File: config.mk
export PLATFORM = sky130hd
export DESIGN_NAME = sensor_maintenance_command_handler
export DESIGN_NICKNAME = d
export VERILOG_FILES = /design/src/sensor_maintenance_command_handler.v
export VERILOG_INCLUDE_DIRS = /design/src
export SDC_FILE = /design/constraint.sdc
export NUM_CORES = 1
export LEC_CHECK = 0
export ABC_AREA = 1
export BUFFER_PORTS_ARGS = -buffer_cell sky130_fd_sc_hd__buf_2
export CORE_ASPECT_RATIO = 0.8
export CORE_UTILIZATION = 64
export CTS_CLUSTER_SIZE = 10
export DETAILED_ROUTE_END_ITERATION = 8
export PLACE_DENSITY = 0.87
export SETUP_SLACK_MARGIN = 0.02
export SLEW_MARGIN = 25
export SYNTH_ARGS = -nofsm -noshare
export SYNTH_HDL_FRONTEND = slang
export SYNTH_SLANG_ARGS = --single-unit
File: constraint.sdc
create_clock -name clock -period 5.2 [get_ports clock]
set_clock_uncertainty 0.2 [all_clocks]
set_input_delay 0.52 -clock clock [delete_from_list [all_inputs] [get_ports clock]]
set_output_delay 0.52 -clock clock [all_outputs]
set_load 0.01 [all_outputs]
File: src/sensor_maint_defines.vh
// Constants for the sensor maintenance command handler.
// Assumes a byte-wide serial receiver and transmitter outside the block.
`ifndef SENSOR_MAINT_DEFINES_VH
`define SENSOR_MAINT_DEFINES_VH

// Frame prefixes
`define PFX_LONG 8'hac
`define PFX_EXT 8'haf
`define PFX_VAR 8'ha0
// Argument bytes
`define ARG_COMMIT 8'h00
`define ARG_ALLOW 8'h01
`define ARG_BREAK 8'h02
`define ARG_RESET 8'h03
`define ARG_PING 8'hb7
`define ARG_EMUL_OFF 8'hc2
`define ARG_EMUL_ON 8'hc3
`define ARG_DELAY 8'hcd
// Broadcast identification frame fields
`define BCAST_ADDR 8'h03
`define PING_BC_CHK 8'h98
// Address layout: unit id above two axis bits
`define AXIS_BOTH 2'h3
// Single-byte answers
`define ACK_BYTE 8'h06
`define NAK_BYTE 8'h15
// Factory values
`define FACTORY_DELAY 8'h00
// Timing: delay units per second (one unit is 1/32.768 ms)
`define DELAY_UNITS_PER_S 32768
`define BREAK_WINDOW_US 28000
`define COMMIT_TIME_US 32000
// Identification reply layout
`define PING_LAST 4'hb
`define CFG_EMUL_BIT 7

`endif

File: src/sensor_maintenance_command_handler.v
// Maintenance command handler: frame parser, configuration segments,
// startup break window, identification, reset and protected commit.
// Assumes a byte receiver/transmitter outside; tx bytes use valid/ready.
`include "sensor_maint_defines.vh"
`timescale 1ns/1ps
`default_nettype none

module sensor_maintenance_command_handler #(
  parameter CLK_HZ = 125000000,
  parameter WINDOW_CYCLES = `BREAK_WINDOW_US * (CLK_HZ / 1000000),
  parameter COMMIT_CYCLES = `COMMIT_TIME_US * (CLK_HZ / 1000000),
  parameter FACTORY_EMUL = 1'b0
) (
  // Clock and reset
  input wire clock,
  input wire srst,
  // Received bytes
  input wire [7:0] rx_data,
  input wire rx_valid,
  // Reply bytes
  output reg [7:0] tx_data,
  output reg tx_valid,
  input wire tx_ready,
  // Unit identity
  input wire [5:0] unit_id,
  // Operating state
  output reg streaming,
  output reg temporary_half_duplex_mode,
  output reg line_emul,
  output reg [7:0] resp_delay,
  output reg commit_busy
);

  localparam [2:0] P_IDLE = 3'h0;
  localparam [2:0] P_ADDR = 3'h1;
  localparam [2:0] P_ARG = 3'h2;
  localparam [2:0] P_PARAM = 3'h3;
  localparam [2:0] P_CHK = 3'h4;

  localparam [1:0] R_IDLE = 2'h0;
  localparam [1:0] R_FLASH = 2'h1;
  localparam [1:0] R_DELAY = 2'h2;
  localparam [1:0] R_SEND = 2'h3;

  localparam [39:0] CLK40 = CLK_HZ;
  localparam [39:0] UNIT_ROUND = `DELAY_UNITS_PER_S - 1;
  localparam [31:0] WIN32 = WINDOW_CYCLES;
  localparam [31:0] COMMIT32 = COMMIT_CYCLES;

  // Configuration segments
  reg [7:0] prim_delay;
  reg prim_emul;
  reg [7:0] edit_delay;
  reg edit_emul;

  // Parser
  reg [2:0] pstate;
  reg p_ext;
  reg [7:0] p_addr;
  reg [7:0] p_arg;
  reg [7:0] p_param;
  reg [7:0] p_sum;

  // Mode and sequencing
  reg window_open;
  reg [31:0] win_cnt;
  reg allow_ok;
  reg [1:0] rstate;
  reg [31:0] timer;
  reg [31:0] wait_cycles;
  reg reply_text;
  reg [7:0] reply_byte;
  reg [3:0] idx;
  reg [7:0] tx_sum;

  reg frame_done;
  reg ping_bc;
  reg addressed;
  reg sum_ok;
  reg [39:0] delay_calc;
  reg [7:0] cur_byte;

  function [7:0] hex;
    input [3:0] n;
    begin
      if (n < 4'ha)
        hex = 8'h30 + {4'h0, n};
      else
        hex = 8'h37 + {4'h0, n};
    end
  endfunction

  always @* begin
    frame_done = rx_valid && (rstate == R_IDLE) && (pstate == P_CHK);
    sum_ok = (rx_data == ~p_sum);
    // Fixed broadcast identification frame, matched byte for byte
    ping_bc = !p_ext && (p_addr == `BCAST_ADDR) &&
      (p_arg == `ARG_PING) && (rx_data == `PING_BC_CHK);
    addressed = ping_bc ||
      (sum_ok && (p_addr[7:2] == unit_id));
    // Least wait rounds up to whole cycles
    delay_calc = ({32'h0, resp_delay} * CLK40 + UNIT_ROUND) >> 15;
  end

  // Identification text: prefix, "ID=aa,C=cc", checksum
  always @* begin
    case (idx)
      4'h0: cur_byte = `PFX_VAR;
      4'h1: cur_byte = 8'h49;
      4'h2: cur_byte = 8'h44;
      4'h3: cur_byte = 8'h3d;
      4'h4: cur_byte = hex({unit_id[5:2]});
      4'h5: cur_byte = hex({unit_id[1:0], `AXIS_BOTH});
      4'h6: cur_byte = 8'h2c;
      4'h7: cur_byte = 8'h43;
      4'h8: cur_byte = 8'h3d;
      4'h9: cur_byte = hex({line_emul, temporary_half_duplex_mode, 2'h0});
      4'ha: cur_byte = hex(4'h0);
      default: cur_byte = ~tx_sum;
    endcase
  end

  always @(posedge clock) begin
    if (srst) begin
      prim_delay <= `FACTORY_DELAY;
      prim_emul <= FACTORY_EMUL;
      edit_delay <= `FACTORY_DELAY;
      edit_emul <= FACTORY_EMUL;
      resp_delay <= `FACTORY_DELAY;
      line_emul <= FACTORY_EMUL;
      temporary_half_duplex_mode <= 1'b0;
      streaming <= 1'b0;
      window_open <= 1'b1;
      win_cnt <= 32'h0;
      pstate <= P_IDLE;
      p_ext <= 1'b0;
      p_addr <= 8'h00;
      p_arg <= 8'h00;
      p_param <= 8'h00;
      p_sum <= 8'h00;
      allow_ok <= 1'b0;
      rstate <= R_IDLE;
      timer <= 32'h0;
      wait_cycles <= 32'h0;
      reply_text <= 1'b0;
      reply_byte <= 8'h00;
      idx <= 4'h0;
      tx_sum <= 8'h00;
      tx_data <= 8'h00;
      tx_valid <= 1'b0;
      commit_busy <= 1'b0;
    end else begin
      // Startup listening window, then streaming if emulation applies
      if (window_open) begin
        if (win_cnt >= WIN32 - 32'h1) begin
          window_open <= 1'b0;
          streaming <= line_emul && !temporary_half_duplex_mode;
        end else begin
          win_cnt <= win_cnt + 32'h1;
        end
      end

      // Parser; bytes arriving while a reply is pending are dropped
      if (rx_valid && rstate == R_IDLE && !streaming) begin
        case (pstate)
          P_IDLE: begin
            // Fill bytes and stray data fall out here
            if (rx_data == `PFX_LONG || rx_data == `PFX_EXT) begin
              p_ext <= (rx_data == `PFX_EXT);
              pstate <= P_ADDR;
            end
          end
          P_ADDR: begin
            p_addr <= rx_data;
            p_sum <= rx_data;
            pstate <= P_ARG;
          end
          P_ARG: begin
            p_arg <= rx_data;
            p_sum <= p_sum + rx_data;
            pstate <= p_ext ? P_PARAM : P_CHK;
          end
          P_PARAM: begin
            p_param <= rx_data;
            p_sum <= p_sum + rx_data;
            pstate <= P_CHK;
          end
          default: pstate <= P_IDLE;
        endcase
      end

      // Command execution
      if (frame_done && !streaming && addressed) begin
        allow_ok <= 1'b0;
        wait_cycles <= delay_calc[31:0];
        reply_text <= 1'b0;
        reply_byte <= `ACK_BYTE;
        timer <= 32'h0;
        idx <= 4'h0;
        tx_sum <= 8'h00;
        if (p_ext) begin
          if (p_arg == `ARG_DELAY) begin
            // Full 0..255 range; takes effect now, kept only if committed
            edit_delay <= p_param;
            resp_delay <= p_param;
            rstate <= R_DELAY;
          end
        end else begin
          case (p_arg)
            `ARG_BREAK: begin
              // Only both-axes breaks in the window switch; else no effect
              if (window_open && line_emul &&
                  p_addr[1:0] == `AXIS_BOTH)
                temporary_half_duplex_mode <= 1'b1;
            end
            `ARG_RESET: begin
              // Re-initialise without reply; uncommitted edits are lost
              resp_delay <= prim_delay;
              line_emul <= prim_emul;
              edit_delay <= prim_delay;
              edit_emul <= prim_emul;
              temporary_half_duplex_mode <= 1'b0;
              streaming <= 1'b0;
              window_open <= 1'b1;
              win_cnt <= 32'h0;
            end
            `ARG_PING: begin
              reply_text <= 1'b1;
              rstate <= R_DELAY;
            end
            `ARG_ALLOW: begin
              allow_ok <= 1'b1;
              rstate <= R_DELAY;
            end
            `ARG_COMMIT: begin
              if (allow_ok) begin
                rstate <= R_FLASH;
                commit_busy <= 1'b1;
              end else begin
                reply_byte <= `NAK_BYTE;
                rstate <= R_DELAY;
              end
            end
            `ARG_EMUL_ON: begin
              edit_emul <= 1'b1;
              rstate <= R_DELAY;
            end
            `ARG_EMUL_OFF: begin
              edit_emul <= 1'b0;
              rstate <= R_DELAY;
            end
            default: begin
            end
          endcase
        end
      end
      if (frame_done)
        pstate <= P_IDLE;

      // Reply sequencing
      case (rstate)
        R_FLASH: begin
          // Segment copy modelled as a fixed busy time before the answer
          if (timer >= COMMIT32 - 32'h1) begin
            prim_delay <= edit_delay;
            prim_emul <= edit_emul;
            commit_busy <= 1'b0;
            timer <= 32'h0;
            rstate <= R_DELAY;
          end else begin
            timer <= timer + 32'h1;
          end
        end
        R_DELAY: begin
          if (timer >= wait_cycles) begin
            timer <= 32'h0;
            rstate <= R_SEND;
          end else begin
            timer <= timer + 32'h1;
          end
        end
        R_SEND: begin
          if (!tx_valid) begin
            tx_data <= reply_text ? cur_byte : reply_byte;
            tx_valid <= 1'b1;
          end else if (tx_ready) begin
            tx_valid <= 1'b0;
            tx_sum <= tx_sum + tx_data;
            idx <= idx + 4'h1;
            if (!reply_text || idx == `PING_LAST)
              rstate <= R_IDLE;
          end
        end
        default: begin
        end
      endcase
    end
  end

endmodule

`default_nettype wire

==> results summary <==
In this run the static leakage power is approximately 7.2 nW. The CTS buffer count is 17. For this run, global-route usage on met2 was measured as 52.4%.

STA puts the critical path data arrival time at between 5 and 6 ns. The clock passes through at most 2 buffers. The number of warnings reported in the yosys synthesis log is 0.

The synthesized cell area is 0.0139 mm^2. The share of cells above drive strength 1 came out at 6.99%. The run finished with clean final reports. The leading register cell type out of synthesis is sky130_fd_sc_hd__dfxtp_1. The library cells used most frequently in the layout, excluding fill and tap cells, are sky130_fd_sc_hd__nand2_1, sky130_fd_sc_hd__inv_1, sky130_fd_sc_hd__nor2_1, sky130_fd_sc_hd__dfxtp_1, sky130_fd_sc_hd__a21oi_1. The library cell used most frequently in the layout, excluding fill and tap cells, is sky130_fd_sc_hd__nand2_1. For this run, design rule violations remaining after detail routing come to 0. The first-pass GRT wire length came out at roughly 60,000 um.

The number of slew-limit violations in the final report came out at 0. The total number of clock tree sinks is 172. The post-detailed-placement half-perimeter wirelength came out at between 20,000 and 30,000 um.

The path type of the worst min-delay path is input pin to flop. The actual slew at the worst max-slew pin is between 0.9 and 1 ns. The worst setup path is captured at a flop.

The effective utilization at floorplan is 66.3%. The leading area contributor after synthesis is sky130_fd_sc_hd__dfxtp_1. The total overflow reported by the global router came out at 0.

Of all flip-flops after synthesis, the portion carrying an async set or reset was 0%. The worst slew margin relative to its limit came out at ~37%. The routed via count divided by cell count came out at ~5.7. The maximum number of pins on one net before global-route repair is 73. The die covers approximately 0.022 mm^2. The synthesis-to-layout area growth is 7.55%. For this run, global-route usage on met1 was measured as between 40 and 50%. Hold is met by 0.225 ns. The count of routing violations after the opening detailed-route iteration is 1,395. The floorplan step set the die width to around 170 um. Sorting the synthesized cells by area gives the leading types as sky130_fd_sc_hd__dfxtp_1, sky130_fd_sc_hd__nand2_1, sky130_fd_sc_hd__ha_1, sky130_fd_sc_hd__inv_1, sky130_fd_sc_hd__fa_1. Setup repair after global routing left no endpoint under its margin. The global routing stage identified its most utilized layer as met2. The depth of the CTS H-tree is 4. The synthesized area per cell came out at 6.59 um^2. The number of global-route vias before repair came out at 12,500. The endpoint required time on the critical path came out at roughly 5.4 ns. The global routing met3 resource utilization is about 5.8%. The count of antenna-violating nets left after detailed routing is 0. The final routed wire length divided by cell count came out at roughly 15 um. The critical path is of the flop to flop type. The core region is 0.0210 mm^2. The total nets after synthesis is ~2,300. 39 I/O pins were placed. The initial antenna violation count is 0.

Clock latency on the worst-skew pair, taken at its later pin, is roughly 0.45 ns. The number of enable-type register cells in the synthesized netlist came out at 0. The first-pass iteration count of the detailed router is 6. The number of failing hold endpoints at the final stage is 0.

Wires add up to about 36,000 um. The count of standard-cell rows is 47. The area share of the largest cell type after synthesis is roughly a quarter. The number of nets in the layout came out at around 2,300. The flip-flop and latch count after synthesis came out at 172. The timing-limited maximum frequency is 0.203 GHz. The clock root buffer is sky130_fd_sc_hd__clkbuf_16. The congestion estimate from routability-driven global placement came to around 1. The routed design could run at a clock period as short as 4.92 ns. The count of inserted antenna diode cells is 0. The power density of the placed cells is between 150 and 200 mW/mm^2.

The number of vias in the routed layout came out at 13,700. The clock input transition at the sequential cells of the worst setup and hold paths came out at 0.08 ns. The aggregate global-route resource usage came out at 32.6%. The number of violations of the max-capacitance limit came out at 0. The worst setup path is launched from a flop. Yosys mapped the design onto 48 distinct sky130hd cell types.

Setup violations remaining at the end of the flow were counted as 0. The peak fanout along the critical path came out at 7. The number of buffers added on ports is 38. The fraction of the yosys area taken by sequential cells came out at between 20% and 30%. TritonCTS built the clock tree. Setup total negative slack on the finished layout was measured at 0 ns.

The part of the cycle the worst path needs is a little over nine tenths. From bottom edge to top edge, the die measures around 130 um. Across the VDD grid, the largest voltage drop is between 0.2 and 0.3 mV. The count of mapped cells out of synthesis came out at roughly 2,100.
[where the power goes]
| part | internal (mW) | switching [mW] |
|---|---|---|
| registers | 1.35 | 0.0303 |
| logic | 0.0970 | 0.217 |
| clock network | 0.650 | 0.639 |
[state kept, by name, summed over array words and instances, names as in the netlist, 8 cells and up]
name and cells:
edit_delay 8, p_addr 8, p_arg 8, p_param 8, p_sum 8, prim_delay 8
timer 32, tx_data 8, tx_sum 8, wait_cycles 21, win_cnt 32
[repair_timing]
action	4_1_cts	5_1_grt
hold buffers	0	0
resized for setup	0	11
buffers inserted	0	0
endpoints found under the setup margin	0	11
[area by class of cell]
cell class | count | area (um^2)
tap | 269 | 337
fill | 1729 | 6030
clock inverter | 15 | 169
multi-input combinational | 1532 | 8940
timing repair buffer | 52 | 295
sequential | 172 | 3450
clock buffer | 17 | 425
inverter | 359 | 1350
[metal layers]
| layer | routed length (um) | share of wire [%] | vias to the layer above |
|---|---|---|---|
| li1 | - | - | 6844 |
| met1 | 16700 | 46 | 6320 |
| met2 | 16500 | 45 | 474 |
| met3 | 2660 | 7.3 | 42 |
| met4 | 463 | 1.3 | 0 |
| met5 | 0 | 0 | - |
[stage by stage]
| stage | util (%) | power, mW | instance area (um^2) | std cells | setup WS (ns) |
|---|---|---|---|---|---|
| floorplan | - | 1.63 | 13900 | 2110 | 0.588 |
| global placement | 68.3 | 1.70 | 14300 | 2384 | 0.0806 |
| detailed placement | 68.3 | 1.71 | 14300 | 2384 | 0.0689 |
| CTS | 71.2 | 2.98 | 14900 | 2416 | 0.0685 |
| global route | 71.3 | 3.09 | 15000 | 2416 | 0.0438 |
| finish | 71.3 | 2.99 | 15000 | 2416 | 0.279 |
[cells in the mapped netlist (6+ instances only)]
master,instances
sky130_fd_sc_hd__nor3_1,39
sky130_fd_sc_hd__o21ai_0,106
sky130_fd_sc_hd__nand3_1,131
sky130_fd_sc_hd__fa_1,46
sky130_fd_sc_hd__nor2_1,191
sky130_fd_sc_hd__nor2_2,9
sky130_fd_sc_hd__a31oi_1,7
sky130_fd_sc_hd__nand2_2,16
sky130_fd_sc_hd__inv_1,353
sky130_fd_sc_hd__nand4_1,42
sky130_fd_sc_hd__clkbuf_1,34
sky130_fd_sc_hd__nor4_1,14
sky130_fd_sc_hd__nand3b_1,13
sky130_fd_sc_hd__ha_1,118
sky130_fd_sc_hd__a211oi_1,6
sky130_fd_sc_hd__a21oi_1,161
sky130_fd_sc_hd__xor2_1,40
sky130_fd_sc_hd__dfxtp_1,172
sky130_fd_sc_hd__buf_2,9
sky130_fd_sc_hd__nand2_1,521
sky130_fd_sc_hd__o211ai_1,10
sky130_fd_sc_hd__xnor2_1,11
[kinds of logic after synthesis]
kind of cell	share of synthesized area [%]
compound gates	12.2
xor+xnor	3.21
fa+ha+maj	17.2
buf+inv	11.2
flops	24.8
simple gates	31.5
[worst max-delay path, cell delays in order (launching register included)]
cell	delay, ns
sky130_fd_sc_hd__dfxtp_2	0.42
sky130_fd_sc_hd__inv_1	0.10
sky130_fd_sc_hd__ha_1	0.30
sky130_fd_sc_hd__inv_2	0.08
sky130_fd_sc_hd__fa_1	0.51
sky130_fd_sc_hd__fa_1	0.52
sky130_fd_sc_hd__inv_1	0.05
sky130_fd_sc_hd__fa_1	0.53
sky130_fd_sc_hd__inv_1	0.04
sky130_fd_sc_hd__ha_2	0.38
sky130_fd_sc_hd__nand2_1	0.12
sky130_fd_sc_hd__inv_1	0.09
sky130_fd_sc_hd__nand2_1	0.11
sky130_fd_sc_hd__nor2_1	0.16
sky130_fd_sc_hd__nand3_1	0.15
sky130_fd_sc_hd__nand4_1	0.14
sky130_fd_sc_hd__nand2_1	0.17
sky130_fd_sc_hd__nor2_1	0.17
sky130_fd_sc_hd__nand2_1	0.07
sky130_fd_sc_hd__nor2_1	0.16
sky130_fd_sc_hd__nand3_1	0.09
sky130_fd_sc_hd__nand2_1	0.07
sky130_fd_sc_hd__nand3_1	0.06
sky130_fd_sc_hd__nand2_1	0.09
sky130_fd_sc_hd__inv_1	0.05
[path summary, 6_finish.rpt]
path	endpoint	depth (start not counted)	slack, ns	start
setup / recovery	wait_cycles[19]$_SDFFE_PP0P_	24	0.28	edit_delay[6]$_SDFFE_PP0P_
hold / removal	p_sum[2]$_SDFFE_PP0P_	3	0.22	rx_data[2]
setup reg to reg	wait_cycles[19]$_SDFFE_PP0P_	24	0.28	edit_delay[6]$_SDFFE_PP0P_
hold reg to reg	win_cnt[23]$_SDFF_PP0_	2	0.23	win_cnt[23]$_SDFF_PP0_
(Power assumes the default switching activity.)
